## src/design/vcxo_pll_pkg.sv

```systemverilog
// Functional notes
// - Feedback chain select 0 uses the primary divider alone, 1 uses primary times secondary.
// - Bypass bit 0 runs the first-stage PLL, 1 disables and bypasses it, resetting to 0.
// - Polarity bit 0 selects positive tuning slope, 1 negative, matched by software to the oscillator.
// - While force-midpoint is 1 the tuning pin is held at half supply, and the bit resets to 1.
// - The five-bit pump code gives 50 uA times code plus one, resetting to 11000.
// - A power bit write takes effect only when the commit register is written later.
// - After startup the copy output is powered up although the power bit reads 0.
// - Once committed, power bit 0 powers the copy output down and 1 powers it up.
// - Style bit 0 selects low-swing differential, 1 emitter-coupled, resetting to 0.
// - After startup the copy output is emitter-coupled although the style bit reads 0, changing only on commit.
package vcxo_pll_pkg;
  localparam logic [7:0] ADDR_FEEDBACK_BYPASS = 8'h03;
  localparam logic [7:0] ADDR_PLL1_BYPASS     = 8'h0a;
  localparam logic [7:0] ADDR_PLL1_TUNING     = 8'h10;
  localparam logic [7:0] ADDR_OSC_COPY        = 8'h11;
  localparam logic [7:0] ADDR_OSC_AMP_PLL2    = 8'h12;
  localparam logic [7:0] ADDR_OUTPUT_COMMIT   = 8'h13;

  localparam int BIT_CHAIN_SELECT = 0;
  localparam int BIT_PLL1_BYPASS  = 0;
  localparam int BIT_POLARITY     = 7;
  localparam int BIT_FORCE_MID    = 6;
  localparam int BIT_POWER_ON     = 7;
  localparam int BIT_STYLE        = 6;

  localparam logic [7:0] MASK_FEEDBACK_BYPASS = 8'h81;
  localparam logic [7:0] MASK_PLL1_BYPASS     = 8'h01;
  localparam logic [7:0] MASK_PLL1_TUNING     = 8'hdf;
  localparam logic [7:0] MASK_OSC_COPY        = 8'hff;
  localparam logic [7:0] MASK_OSC_AMP_PLL2    = 8'h7f;

  localparam logic [7:0] RST_FEEDBACK_BYPASS = 8'h00;
  localparam logic [7:0] RST_PLL1_BYPASS     = 8'h00;
  localparam logic [7:0] RST_PLL1_TUNING     = 8'h58;
  localparam logic [7:0] RST_OSC_COPY        = 8'h00;
  localparam logic [7:0] RST_OSC_AMP_PLL2    = 8'h18;
  localparam logic [7:0] RST_OUTPUT_COMMIT   = 8'h00;

  localparam logic       RST_LIVE_POWER_ON = 1'b1;
  localparam logic       RST_LIVE_STYLE    = 1'b1;
  localparam logic [1:0] RST_LIVE_AMPLITUDE = 2'h3;

  typedef struct packed {
    logic       feedbackChainSelect;
    logic       pll1Bypass;
    logic       tuningPolarity;
    logic       forceMidpointTuning;
    logic [4:0] pll1PumpCurrentCode;
    logic       phaseOffsetEnable;
    logic [4:0] phaseOffset;
    logic [4:0] pll2PumpCurrentCode;
  } pll_ctrl_t;

  typedef struct packed {
    logic       oscCopyPowerOn;
    logic       oscCopySignalStyle;
    logic [1:0] oscCopyAmplitude;
  } copy_out_t;
endpackage

```

## src/design/vcxo_pll_control_regs.sv

```systemverilog
`timescale 1ns/1ps
`default_nettype none
module vcxo_pll_control_regs
  import vcxo_pll_pkg::*;
(
  // Clock and reset
  input  wire logic       clk,
  input  wire logic       resetn,
  // Register access port
  input  wire logic       regWrite,
  input  wire logic       regRead,
  input  wire logic [7:0] regAddr,
  input  wire logic [7:0] regWdata,
  output var  logic [7:0] regRdata,
  output var  logic       regRvalid,
  // Analog control
  output var  pll_ctrl_t  pllCtrl,
  output var  copy_out_t  copyOut
);
  logic [7:0] fbByp_r, fbByp_nxt;
  logic [7:0] pllByp_r, pllByp_nxt;
  logic [7:0] tune_r, tune_nxt;
  logic [7:0] copy_r, copy_nxt;
  logic [7:0] amp_r, amp_nxt;
  logic [7:0] commit_r, commit_nxt;
  copy_out_t  live_r, live_nxt;
  pll_ctrl_t  ctrl_nxt;
  logic [7:0] rdata_nxt;
  logic       rvalid_nxt;

  always_comb begin
    fbByp_nxt  = fbByp_r;
    pllByp_nxt = pllByp_r;
    tune_nxt   = tune_r;
    copy_nxt   = copy_r;
    amp_nxt    = amp_r;
    commit_nxt = commit_r;
    live_nxt   = live_r;
    rdata_nxt  = 8'h00;
    rvalid_nxt = regRead;
    if (regWrite) begin
      // Masks drop reserved bits
      if (regAddr == ADDR_FEEDBACK_BYPASS) begin
        fbByp_nxt = regWdata & MASK_FEEDBACK_BYPASS;
      end else if (regAddr == ADDR_PLL1_BYPASS) begin
        pllByp_nxt = regWdata & MASK_PLL1_BYPASS;
      end else if (regAddr == ADDR_PLL1_TUNING) begin
        tune_nxt = regWdata & MASK_PLL1_TUNING;
      end else if (regAddr == ADDR_OSC_COPY) begin
        copy_nxt = regWdata & MASK_OSC_COPY;
      end else if (regAddr == ADDR_OSC_AMP_PLL2) begin
        amp_nxt = regWdata & MASK_OSC_AMP_PLL2;
      end else if (regAddr == ADDR_OUTPUT_COMMIT) begin
        commit_nxt = regWdata;
        // Any value written commits the staged output settings
        live_nxt.oscCopyPowerOn     = copy_r[BIT_POWER_ON];
        live_nxt.oscCopySignalStyle = copy_r[BIT_STYLE];
        live_nxt.oscCopyAmplitude   = amp_r[6:5];
      end
    end
    if (regRead) begin
      if (regAddr == ADDR_FEEDBACK_BYPASS) begin
        rdata_nxt = fbByp_r;
      end else if (regAddr == ADDR_PLL1_BYPASS) begin
        rdata_nxt = pllByp_r;
      end else if (regAddr == ADDR_PLL1_TUNING) begin
        rdata_nxt = tune_r;
      end else if (regAddr == ADDR_OSC_COPY) begin
        rdata_nxt = copy_r;
      end else if (regAddr == ADDR_OSC_AMP_PLL2) begin
        rdata_nxt = amp_r;
      end else if (regAddr == ADDR_OUTPUT_COMMIT) begin
        rdata_nxt = commit_r;
      end else begin
        rdata_nxt = 8'h00;
      end
    end
  end

  always_comb begin
    ctrl_nxt.feedbackChainSelect = fbByp_nxt[BIT_CHAIN_SELECT];
    ctrl_nxt.pll1Bypass          = pllByp_nxt[BIT_PLL1_BYPASS];
    ctrl_nxt.tuningPolarity      = tune_nxt[BIT_POLARITY];
    ctrl_nxt.forceMidpointTuning = tune_nxt[BIT_FORCE_MID];
    ctrl_nxt.pll1PumpCurrentCode = tune_nxt[4:0];
    ctrl_nxt.phaseOffsetEnable   = copy_nxt[5];
    ctrl_nxt.phaseOffset         = copy_nxt[4:0];
    ctrl_nxt.pll2PumpCurrentCode = amp_nxt[4:0];
  end

  always_ff @(posedge clk) begin
    if (!resetn) begin
      fbByp_r   <= RST_FEEDBACK_BYPASS;
      pllByp_r  <= RST_PLL1_BYPASS;
      tune_r    <= RST_PLL1_TUNING;
      copy_r    <= RST_OSC_COPY;
      amp_r     <= RST_OSC_AMP_PLL2;
      commit_r  <= RST_OUTPUT_COMMIT;
      // Live output powered and emitter-coupled despite zero register bits
      live_r    <= '{RST_LIVE_POWER_ON, RST_LIVE_STYLE, RST_LIVE_AMPLITUDE};
      regRdata  <= 8'h00;
      regRvalid <= 1'b0;
      // Tuning pin forced to mid-supply from the first reset edge
      pllCtrl   <= '{RST_FEEDBACK_BYPASS[BIT_CHAIN_SELECT], RST_PLL1_BYPASS[BIT_PLL1_BYPASS],
                     RST_PLL1_TUNING[BIT_POLARITY], RST_PLL1_TUNING[BIT_FORCE_MID], RST_PLL1_TUNING[4:0],
                     RST_OSC_COPY[5], RST_OSC_COPY[4:0], RST_OSC_AMP_PLL2[4:0]};
      copyOut   <= '{RST_LIVE_POWER_ON, RST_LIVE_STYLE, RST_LIVE_AMPLITUDE};
    end else begin
      fbByp_r   <= fbByp_nxt;
      pllByp_r  <= pllByp_nxt;
      tune_r    <= tune_nxt;
      copy_r    <= copy_nxt;
      amp_r     <= amp_nxt;
      commit_r  <= commit_nxt;
      live_r    <= live_nxt;
      regRdata  <= rdata_nxt;
      regRvalid <= rvalid_nxt;
      pllCtrl   <= ctrl_nxt;
      copyOut   <= live_nxt;
    end
  end

  property p_copy_hold;
    @(posedge clk) disable iff (!resetn)
      (regWrite && regAddr == ADDR_OSC_COPY) |=> $stable(copyOut.oscCopyPowerOn);
  endproperty
  a_copy_hold: assert property (p_copy_hold) else $error("power changed without commit");

  property p_commit_power;
    @(posedge clk) disable iff (!resetn)
      (regWrite && regAddr == ADDR_OUTPUT_COMMIT) |=> (copyOut.oscCopyPowerOn == copy_r[BIT_POWER_ON]);
  endproperty
  a_commit_power: assert property (p_commit_power) else $error("commit did not apply power");

  property p_commit_style;
    @(posedge clk) disable iff (!resetn)
      (regWrite && regAddr == ADDR_OUTPUT_COMMIT) |=> (copyOut.oscCopySignalStyle == copy_r[BIT_STYLE]);
  endproperty
  a_commit_style: assert property (p_commit_style) else $error("commit did not apply style");

  property p_start_live;
    @(posedge clk) $rose(resetn) |-> copyOut.oscCopyPowerOn && copyOut.oscCopySignalStyle && !copy_r[7];
  endproperty
  a_start_live: assert property (p_start_live) else $error("startup output state wrong");

  property p_force_reset;
    @(posedge clk) $rose(resetn) |-> tune_r[BIT_FORCE_MID] && tune_r[4:0] == 5'h18 && pllCtrl.forceMidpointTuning;
  endproperty
  a_force_reset: assert property (p_force_reset) else $error("tuning reset value wrong");

  property p_reserved;
    @(posedge clk) disable iff (!resetn)
      regRvalid && $past(regAddr) == ADDR_PLL1_BYPASS |-> regRdata[7:1] == 7'h00;
  endproperty
  a_reserved: assert property (p_reserved) else $error("reserved bits not zero");

  property p_bypass_out;
    @(posedge clk) disable iff (!resetn)
      (regWrite && regAddr == ADDR_PLL1_BYPASS) |=> pllCtrl.pll1Bypass == $past(regWdata[0]);
  endproperty
  a_bypass_out: assert property (p_bypass_out) else $error("bypass not applied");

  property p_chain_out;
    @(posedge clk) disable iff (!resetn)
      (regWrite && regAddr == ADDR_FEEDBACK_BYPASS) |=> pllCtrl.feedbackChainSelect == $past(regWdata[0]);
  endproperty
  a_chain_out: assert property (p_chain_out) else $error("chain select not applied");

  property p_tune_out;
    @(posedge clk) disable iff (!resetn)
      (regWrite && regAddr == ADDR_PLL1_TUNING) |=>
        pllCtrl.tuningPolarity == $past(regWdata[7]) && pllCtrl.pll1PumpCurrentCode == $past(regWdata[4:0]);
  endproperty
  a_tune_out: assert property (p_tune_out) else $error("tuning fields not applied");

  property p_force_out;
    @(posedge clk) disable iff (!resetn)
      (regWrite && regAddr == ADDR_PLL1_TUNING) |=> pllCtrl.forceMidpointTuning == $past(regWdata[BIT_FORCE_MID]);
  endproperty
  a_force_out: assert property (p_force_out) else $error("force midpoint not applied");

  property p_style_hold;
    @(posedge clk) disable iff (!resetn)
      (regWrite && regAddr == ADDR_OSC_COPY) |=> $stable(copyOut.oscCopySignalStyle);
  endproperty
  a_style_hold: assert property (p_style_hold) else $error("style changed without commit");

  property p_idle_hold;
    @(posedge clk) disable iff (!resetn)
      !(regWrite && regAddr == ADDR_OUTPUT_COMMIT) |=> $stable(copyOut);
  endproperty
  a_idle_hold: assert property (p_idle_hold) else $error("copy output moved without commit");

  property p_reserved_fb;
    @(posedge clk) disable iff (!resetn)
      regRvalid && $past(regAddr) == ADDR_FEEDBACK_BYPASS |-> regRdata[6:1] == 6'h00;
  endproperty
  a_reserved_fb: assert property (p_reserved_fb) else $error("feedback reserved bits not zero");

  property p_reserved_tune;
    @(posedge clk) disable iff (!resetn)
      regRvalid && $past(regAddr) == ADDR_PLL1_TUNING |-> regRdata[5] == 1'b0;
  endproperty
  a_reserved_tune: assert property (p_reserved_tune) else $error("tuning reserved bit not zero");

  property p_reserved_amp;
    @(posedge clk) disable iff (!resetn)
      regRvalid && $past(regAddr) == ADDR_OSC_AMP_PLL2 |-> regRdata[7] == 1'b0;
  endproperty
  a_reserved_amp: assert property (p_reserved_amp) else $error("amplitude reserved bit not zero");

  property p_unmapped;
    @(posedge clk) disable iff (!resetn)
      regRvalid && $past(regAddr) > ADDR_OUTPUT_COMMIT |-> regRdata == 8'h00;
  endproperty
  a_unmapped: assert property (p_unmapped) else $error("unmapped read not zero");

  property p_reset_style;
    @(posedge clk) $rose(resetn) |-> !copy_r[BIT_STYLE] && !pllByp_r[BIT_PLL1_BYPASS];
  endproperty
  a_reset_style: assert property (p_reset_style) else $error("style or bypass reset value wrong");
endmodule
`default_nettype wire

```

## config.mk

```make
export PLATFORM = sky130hd
export DESIGN_NAME = vcxo_pll_control_regs
export DESIGN_NICKNAME = d
export VERILOG_FILES = /design/src/design/vcxo_pll_pkg.sv /design/src/design/vcxo_pll_control_regs.sv
export SDC_FILE = /design/constraint.sdc
export NUM_CORES = 1
export LEC_CHECK = 0
export BUFFER_PORTS_ARGS = -buffer_cell sky130_fd_sc_hd__clkbuf_2
export CORE_MARGIN = 2
export CORE_UTILIZATION = 45
export CTS_BUF_LIST = sky130_fd_sc_hd__clkbuf_8
export CTS_CLUSTER_SIZE = 20
export DETAILED_ROUTE_END_ITERATION = 8
export GPL_TIMING_DRIVEN = 1
export PLACE_DENSITY = 0.67
export SYNTH_ARGS = -nofsm -noshare
export SYNTH_HDL_FRONTEND = slang
export SYNTH_SLANG_ARGS = --single-unit
```

## constraint.sdc

```tcl
create_clock -name clk -period 3.5 [get_ports clk]
set_input_delay 0.35 -clock clk [delete_from_list [all_inputs] [get_ports clk]]
set_output_delay 0.35 -clock clk [all_outputs]
set_load 0.01 [all_outputs]
```

# Word level (Yosys, flattened, before mapping)
# Cells that the tools add are included.
dict set report totals {
  ff_bits 59
  input_bits 20
  output_inout_bits 33
}
dict set report classes {
  eq_ne 6
  n_mux 15
  bitwise_logic 6
  reduce_logical 8
}
# op n
set ops {}
lappend ops {{$mux 8} 10}
lappend ops {{$eq 8x5->1 const B} 4}
lappend ops {{$mux 6} 5}
lappend ops {{$eq 8x2->1 const B} 1}
lappend ops {{$eq 8x4->1 const B} 1}
lappend ops {{$reduce_and 7->1} 1}
lappend ops {{$not 1->1} 6}
lappend ops {{$reduce_and 6->1} 1}
lappend ops {{$reduce_and 5->1} 1}
lappend ops {{$reduce_and 2->1} 2}
lappend ops {{$reduce_or 4->1} 1}
lappend ops {{$reduce_and 3->1} 1}
lappend ops {{$reduce_or 3->1} 1}

# Longest topological paths before layout
# Gate-level depths: netlist of the first run.
dict set report depth {
  word_depth 7
  mapped_depth 5
  depth_no_buf 3
}

# Worst setup path before layout of the first run
# OpenSTA, ideal clock, no wires.
dict set report synth_path {
  kind {input port to flip-flop}
  startpoint {in regAddr[7]}
  endpoint {reg pllCtrl[11] (netlist name)}
  setup_ns 0.122
  arrival_ns 1.766
  required_time_ns 3.378
  path_slack_ns 1.612
  stages 5
  path_cell_list {or4_4 > buf_6 > or4_4 > buf_6 > mux2i_1}
}
dict set report synth_via {
  elab_chain_cells 5
  elab_cells_between_ends 7
}
# element line
set synth_rtl {}
lappend synth_rtl {{start, declared} vcxo_pll_control_regs.sv:12} ;# input wire logic [7:0] regAddr,
lappend synth_rtl {{$eq 8x5->1} vcxo_pll_control_regs.sv:47} ;# end else if (regAddr == ADDR_PLL1_TUNING) begin
lappend synth_rtl {{$mux 8} vcxo_pll_control_regs.sv:47}
lappend synth_rtl {{$mux 8} vcxo_pll_control_regs.sv:45} ;# end else if (regAddr == ADDR_PLL1_BYPASS) begin
lappend synth_rtl {{$mux 8 (*)} vcxo_pll_control_regs.sv:43} ;# if (regAddr == ADDR_FEEDBACK_BYPASS) begin
lappend synth_rtl {{$mux 8 (*)} vcxo_pll_control_regs.sv:41} ;# if (regWrite) begin
lappend synth_rtl {{end signal, assigned} vcxo_pll_control_regs.sv:104} ;# pllCtrl <= '{RST_FEEDBACK_BYPASS[BIT_CHAIN_SELECT], RST_PLL1_BYPASS[BIT_PLL1_BYPASS],
lappend synth_rtl {{end signal, assigned} vcxo_pll_control_regs.sv:118} ;# pllCtrl <= ctrl_nxt;
lappend synth_rtl {{end, declared} vcxo_pll_control_regs.sv:17} ;# output var pll_ctrl_t pllCtrl,
# Every way passes the cells marked *; elsewhere a longest branch is shown, timed or not.
# A chain may end at the register's enable or synchronous reset.

# Worst setup path in the final report of the first run
dict set report layout_path {
  startpoint {in regAddr[7]}
  endpoint {reg copy_r[6]}
}
dict set report layout_via {
  elab_chain_cells 3
  elab_cells_between_ends 8
}
# element line
set layout_rtl {}
lappend layout_rtl {{$eq 8x5->1 (tied with other cells)} vcxo_pll_control_regs.sv:47}
lappend layout_rtl {{$not 1->1 (no line)} n/a}
lappend layout_rtl {{$reduce_and 5->1 (no line) (*)} n/a}
lappend layout_rtl {{end signal, assigned} vcxo_pll_control_regs.sv:112} ;# copy_r <= copy_nxt;
lappend layout_rtl {{end, declared} vcxo_pll_control_regs.sv:23} ;# logic [7:0] copy_r, copy_nxt;
# Marks and branches as above.

==> summary.md, run 1 <==
| Metric | Value |
|---|---|
| Met3 wire length | `251 µm` |
| Die ar. | `5430 µm²` |
| DP Wirelength | `3.31 mm` |
| H-tree levels | `2` |
| R2r setup slk | `2.18 ns` |
| Worst Path Buf+Inv | `1` |
| Area contributors post-synth | `dfxtp_1 (42%), mux2i_1 (20%), nand2_1 (6.2%), buf_4 (4.5%), nor4_4 (2.9%)` |
| Crit path cell chain | `clkbuf_2 > or4_4 > nor4_4 > mux2i_1` |
| Max_cap viols | `0` |
| Fin. Hold Viols | `0` |
| EDFF count, synth | `0` |
| Crit path kind | `in2reg` |
| Final Util | `53.4%` |
| Peak supply drop | `0.000246 V` |
| Worst Hold Class | `in2reg` |
| CP endpoint kind | `flop` |
| Antenna diodes | `0` |
| Simple-Gate Fraction of Synth Area | `21.7%` |
| Post-CTS Hold Buffers | `0` |
| CTS resizes | `0` |
| Post-Syn Area | `2190 µm²` |
| Clk slew on worst S/H paths | `0.09 ns` |
| Gp weighted congestion | `0.829` |
| Synth Warn # | `0` |
| Slew @ Worst Pin | `0.865 ns` |
| Max Fclk | `0.536 GHz` |
| Compound-cell area share of the yosys netlist | `4.98%` |
| Port Buffers | `52` |
| Adder-cell share of the synthesized area | `0%` |
| Max FO, Critical Path | `18` |
| Ratio of cells with drive above 1 in the final layout | `28.0%` |
| Post-synth top area cell | `dfxtp_1` |
| Max Buffers Root-to-Sink | `2` |
| Synth top area share | `42.1%` |
| Critical path depth | `4` |
| Die Span Y | `73.7 µm` |
| Crit path DAT | `2.10 ns` |
| Count leader, synth | `dfxtp_1` |
| Total power | `1.07 mW` |
| Die X | `73.7 µm` |
| Power per cell area | `427 nW/µm²` |
| Setup_tns | `0 ns` |
| Area grow syn2layout | `14.5%` |
| GR Overflow Total | `0` |
| Vias per Instance | `5.23` |
| XOR/XNOR share of the synthesized area | `0.400%` |
| Status | `completed` |
| WHS Endpoint | `pllByp_r[0]$_SDFFE_PN0P_` |
| CP required | `3.73 ns` |
| CTS tree | `done` |
| Top_reg_cell synth | `dfxtp_1` |
| Top routing layer in use | `met4` |
| Final Cell Area | `2500 µm²` |
| Routed len/inst | `14.9 µm` |
| Post-route antenna net violation count | `0` |
| FF+latch area | `921 µm²` |
| Initial DRC count | `124` |
| Vias in the first global route | `1473` |
| Cells after synthesis | `225` |
| Commonest cells in the netlist | `dfxtp_1 (46), mux2i_1 (44), nand2_1 (36), nor2_1 (16), buf_4 (13)` |
| Post-synthesis sequential area ratio | `42.1%` |
| Max stage delay on crit path | `0.72 ns` |
| TritonRoute pass-1 iters | `4` |
| Worst flop-to-flop path startpoint | `pllCtrl[17]$_SDFFE_PN0P_` |
| R2R cell count | `3` |
| GRT Util Overall | `18.0%` |
| Placeable core region | `4690 µm²` |
| Reg-to-Reg End | `regRdata[7]$_SDFF_PN0_` |
| CP Launch Type | `primary input` |
| Headroom to the max-slew limit | `41.8%` |
| First-pass GRT wire length | `7.35 mm` |
| Slew Limit Fails | `0` |
| Syn nets | `245` |
| Initial antenna violation count | `0` |
| Count of cell types in the netlist | `34` |
| Slowest CP cell | `nor4_4` |
| Root Driver | `clkbuf_8` |
| Post-CTS Setup Repair Bufs | `0` |
| Syn_area_per_cell | `9.72 µm²` |
| Largest net degree at the start of global routing | `24` |
| Period minus WS final | `1.86 ns` |
| Cell Area, Placed | `2370 µm²` |
| Initial Util | `46.6%` |
| DRC Markers | `0` |
| Post-synthesis mux area share | `22.7%` |
| RSZ-0062 raised after global routing | `false` |
| Worst hold stages | `3` |
| Via count | `1646` |
| Delay-heaviest family, CP | `simple AND/OR/NAND/NOR gates` |
| Clk_skew | `0.0131 ns` |
| Setup violators final | `0` |
| Sum of routed wire segments on met1 | `2.23 mm` |
| I/O pin total | `53` |
| Metal2 WL | `2.16 mm` |
| CTS buffer count | `5` |
| Nets | `280` |
| Multi-input gate area | `1090 µm²` |
| Seq cells post-synth | `46` |
| Clock net sink count | `46` |
| Num rows | `25` |
| Period utilization | `53.3%` |
| Synth async-reset ratio | `0%` |
| Largest family of logic cells by synthesized area | `multiplexers` |
| HP Start | `regWdata[0]` |
| Leakage | `1.01 nW` |
| Latest clock arrival within the worst-skew pair | `0.30 ns` |
| WL final | `4.68 mm` |
| Fill cells | `449` |
==> per-layer routing <==
layer  vias to the layer above  GRT usage, %
met2                        46          27.7
met1                       758          24.6
met3                         4          4.66
met4                         0          5.66
li1                        838             -
met5                         -             0
==> how the worst max path moves through the flow <==
| stage | slack [ns] | from | endpoint |
|---|---|---|---|
| detailed placement | 1.31 | regAddr[7] | copy_r[6]$_SDFFE_PN0P_ |
| CTS | 1.60 | regAddr[7] | copy_r[6]$_SDFFE_PN0P_ |
| finish | 1.64 | regAddr[7] | copy_r[6]$_SDFFE_PN0P_ |
| floorplan | 1.61 | regAddr[7] | pllCtrl[11]$_SDFFE_PN0P_ |
| global route | 1.55 | regAddr[7] | pllCtrl[5]$_SDFFE_PN0P_ |
| global placement | 1.33 | regAddr[7] | copy_r[4]$_SDFFE_PN0P_ |
==> worst min-delay path, stage by stage <==
cell,delay (ns)
clkbuf_2,0.09
nand4_1,0.06
a21oi_1,0.05
==> layout by cell type (no fill, tap or decap), types with 4 or more instances in the layout <==
| cell | Yosys | routed |
|---|---|---|
| mux2i_1 | 44 | 44 |
| nand2_1 | 36 | 36 |
| nor2_1 | 16 | 16 |
| dfxtp_1 | 46 | 46 |
| nand2b_1 | 4 | 4 |
| nor4_1 | 6 | 6 |
| clkbuf_8 | 0 | 5 |
| o21a_1 | 4 | 4 |
| clkbuf_2 | 0 | 52 |
| nor3_1 | 4 | 4 |
| a21oi_1 | 4 | 4 |
==> layout make-up <==
| cell class | count | share of cell area, % |
|---|---|---|
| multi-input cells | 149 | 43.5 |
| flip-flops and latches | 46 | 36.8 |
| repair buffers | 54 | 11.0 |
| clock buffers | 5 | 2.75 |
| clock inverters | 3 | 2.75 |
| well taps | 54 | 2.70 |
| inverters | 4 | 0.599 |
==> per-stage QoR <==
| stage | instances | hold WS [ns] | setup WS, ns |
|---|---|---|---|
| after global placement | 307 | 0.443 | 1.33 |
| after CTS | 315 | 0.299 | 1.60 |
| final | 315 | 0.294 | 1.64 |
| after detailed placement | 307 | 0.448 | 1.31 |
| after global routing | 315 | 0.293 | 1.55 |
| after floorplan | 225 | 0.431 | 1.61 |
==> registers in the layout (all words and copies together), names as in the netlist <==
| signal | flops |
|---|---|
| copy_r | 3 |
| regRvalid | 1 |
| tune_r | 2 |
| amp_r | 7 |
| live_r | 4 |
| fbByp_r | 2 |
| commit_r | 8 |
| pllByp_r | 1 |
| regRdata | 8 |
| pllCtrl | 10 |
==> logic make-up after synthesis <==
kind of cell / Yosys count
AO/OA/AOI/OAI: 15
AND/OR/NAND/NOR: 86
multiplexers: 47
XOR/XNOR: 1
buffers and inverters: 30
flip-flops: 46
==> report_power, final <==
group / switching [mW] / internal, mW
Combinational: 0.0443 / 0.0225
Clock: 0.191 / 0.286
Sequential: 0.000524 / 0.524
Total: 0.236 / 0.833
Note: power is estimated with default switching activity, not from simulation.
==> run 2: changes to the inputs <==
--- a/config.mk
+++ b/config.mk
@@ -12,7 +12,7 @@
 export CTS_CLUSTER_SIZE = 20
 export DETAILED_ROUTE_END_ITERATION = 8
 export GPL_TIMING_DRIVEN = 1
-export PLACE_DENSITY = 0.67
+export PLACE_DENSITY = 0.7
 export SYNTH_ARGS = -nofsm -noshare
 export SYNTH_HDL_FRONTEND = slang
 export SYNTH_SLANG_ARGS = --single-unit
==> constraint.sdc (replaced) <==
create_clock -name clk -period 1.5 [get_ports clk]
set_input_delay 0.15 -clock clk [delete_from_list [all_inputs] [get_ports clk]]
set_output_delay 0.15 -clock clk [all_outputs]
set_load 0.01 [all_outputs]
==> run 2 against run 1 <==
Net effect: die area is the same; register-to-register slack lost 2.0 ns; critical path depth grew 1; non-clock buffer count grew 19; cell count grew 6.0%; sequential power grew 130%; first-iteration DRC count shrank 49%; largest cell class unchanged.
==> summary.md, run 2 (synthesis results as in run 1) <==
| Metric | Value |
|---|---|
| Max Buffers Root-to-Sink | `2 (unchanged)` |
| Switch share | `23.9% (+1.8 points)` |
| Latest clock arrival within the worst-skew pair | `0.30 ns (about the same)` |
| Max_cap viols | `0 (unchanged)` |
| Cell internal pwr | `1.66 mW (+99%)` |
| Antenna diodes | `0 (unchanged)` |
| CP required | `1.68 ns (-2.05 ns)` |
| Vias per Instance | `5.25 (+0.38%)` |
| Seq pwr share | `56.1% (+7.0 points)` |
| Delay-heaviest family, CP | `simple AND/OR/NAND/NOR gates` |
| Slew Limit Fails | `0 (unchanged)` |
| Clk_skew | `0.00354 ns (-0.00954 ns)` |
| TritonRoute pass-1 iters | `4 (unchanged)` |
| Ratio of cells with drive above 1 in the final layout | `32.5% (+4.5 points)` |
| WL final | `4.79 mm (+2.4%)` |
| Die X | `73.7 µm (unchanged)` |
| Die ar. | `5430 µm² (unchanged)` |
| Worst Hold Class | `in2reg` |
| Post-route antenna net violation count | `0 (unchanged)` |
| Total power | `2.18 mW (+100%)` |
| CTS resizes | `0 (unchanged)` |
| GR Overflow Total | `0 (unchanged)` |
| Gp weighted congestion | `0.886 (+6.9%)` |
| Period utilization | `93.2%` |
| Initial Util | `46.6% (unchanged)` |
| CP endpoint kind | `flop` |
| Clock net sink count | `46 (unchanged)` |
| Period minus WS final | `1.40 ns` |
| Most common cell after layout, fill and taps aside | `clkbuf_2` |
| Port Buffers | `52 (unchanged)` |
| Clk slew on worst S/H paths | `0.08 ns (about the same)` |
| Placeable core region | `4690 µm² (unchanged)` |
| Initial DRC count | `63 (-49%)` |
| Max Fclk | `0.716 GHz` |
| CTS tree | `done` |
| Max FO, Critical Path | `12 (-6)` |
| CP Launch Type | `primary input` |
| Routed len/inst | `14.4 µm (-3.4%)` |
| Initial antenna violation count | `0 (unchanged)` |
| Combinational power share | `8.1% (+1.9 points)` |
| Fin. Hold Viols | `0 (unchanged)` |
| Die Span Y | `73.7 µm (unchanged)` |
| Most flops, register | `pllCtrl` |
| Crit path cell chain | `clkbuf_2 > or4_4 > buf_4 > o41ai_1 > a21oi_1` |
| Clk pwr share | `35.8% (-8.9 points)` |
| Status | `completed` |
| Slowest CP cell | `or4_4` |
| Largest regs | `pllCtrl (10), commit_r (8), regRdata (8)` |
| Max stage delay on crit path | `0.62 ns (-0.10 ns)` |
| Via count | `1752 (+6.4%)` |
| Psw | `521 µW (+120%)` |
| Slew @ Worst Pin | `0.386 ns (-0.478 ns)` |
| Hold_ws | `0.0935 ns (-0.201 ns)` |
| Nets | `299 (+6.8%)` |
| Root Driver | `clkbuf_8` |
| H-tree levels | `2 (unchanged)` |
| Largest net degree at the start of global routing | `26 (+8.3%)` |
| Num rows | `25 (unchanged)` |
| Vias in the first global route | `1599 (+8.6%)` |
| Post-CTS Hold Buffers | `0 (unchanged)` |
| GRT Util Overall | `18.5% (+0.56 points)` |
| Area grow syn2layout | `18.9%` |
| Leakage | `1.09 nW (+7.8%)` |
| First-pass GRT wire length | `7.69 mm (+4.6%)` |
| Peak supply drop | `0.000393 V (+60%)` |
| DRC Markers | `0 (unchanged)` |
| Most frequent cells in the layout | `clkbuf_2 (52), dfxtp_1 (46), mux2i_1 (44)` |
| DP Wirelength | `3.66 mm (+11%)` |
| Worst Path Buf+Inv | `2 (+1)` |
| I/O pin total | `53 (unchanged)` |
| RSZ-0062 raised after global routing | `false` |
| Max reg flops | `10 (unchanged)` |
| Setup_tns | `0 ns (unchanged)` |
| Setup violators final | `0 (unchanged)` |
| Crit path kind | `in2reg` |
| Crit path DAT | `1.57 ns (-0.53 ns)` |
| Post-CTS Setup Repair Bufs | `0 (unchanged)` |
| CTS buffer count | `5 (unchanged)` |
| Headroom to the max-slew limit | `73.9% (+32 points)` |
| Power per cell area | `838 nW/µm² (+96%)` |
## run 2: through the flow
step | area (µm²) | worst slack (ns) | util (%) | std cells
after detailed placement | 2510 | -0.178 | 53.5 | 326
final | 2600 | 0.103 | 55.4 | 334
after floorplan | 2190 | -0.123 | - | 225
after global routing | 2600 | 0.0753 | 55.4 | 334
after CTS | 2600 | 0.138 | 55.4 | 334
after global placement | 2510 | -0.129 | 53.5 | 326
## run 2: cell type report
type | count | area (µm²)
flip-flops and latches | 46 | 921
well taps | 54 | 67.6
inverters | 4 | 15.0
fillers | 433 | 2090
clock buffers | 6 | 82.6
clock inverters | 2 | 8.76
repair buffers | 73 | 418
multi-input cells | 149 | 1090
## run 2: power by group through the flow
stage / Sequential (mW) / Clock (mW) / Combinational [mW]
after floorplan: 1.25 / 0 / 0.100
after global placement: 1.25 / 0 / 0.174
after detailed placement: 1.25 / 0 / 0.175
after CTS: 1.22 / 0.806 / 0.176
after global routing: 1.22 / 0.848 / 0.192
final: 1.22 / 0.780 / 0.176
## run 2: final timing paths
kind	startpoint	endpoint	slack (ns)	depth (start not counted)
worst max-delay path	regAddr[7]	regRdata[0]$_SDFF_PN0_	0.10	5
worst min-delay path	regWdata[0]	pllByp_r[0]$_SDFFE_PN0P_	0.09	3
worst max register to register	pllCtrl[17]$_SDFFE_PN0P_	regRdata[7]$_SDFF_PN0_	0.17	3
worst min register to register	commit_r[3]$_SDFFE_PN0P_	commit_r[3]$_SDFFE_PN0P_	0.46	2
## run 2: routing by layer
layer	vias up	part of all wire [%]	track usage, %
met3	10	4.2	5.08
met4	0	2.2	6.46
met1	817	49	24.9
met2	50	45	28.6
met5	-	0	0
li1	875	-	-
## run 2: worst reg2reg max path, cell delays in order, from the launching register on
cell	delay (ns)
dfxtp_1	0.38
or3b_2	0.46
a211o_1	0.31
a21oi_1	0.11
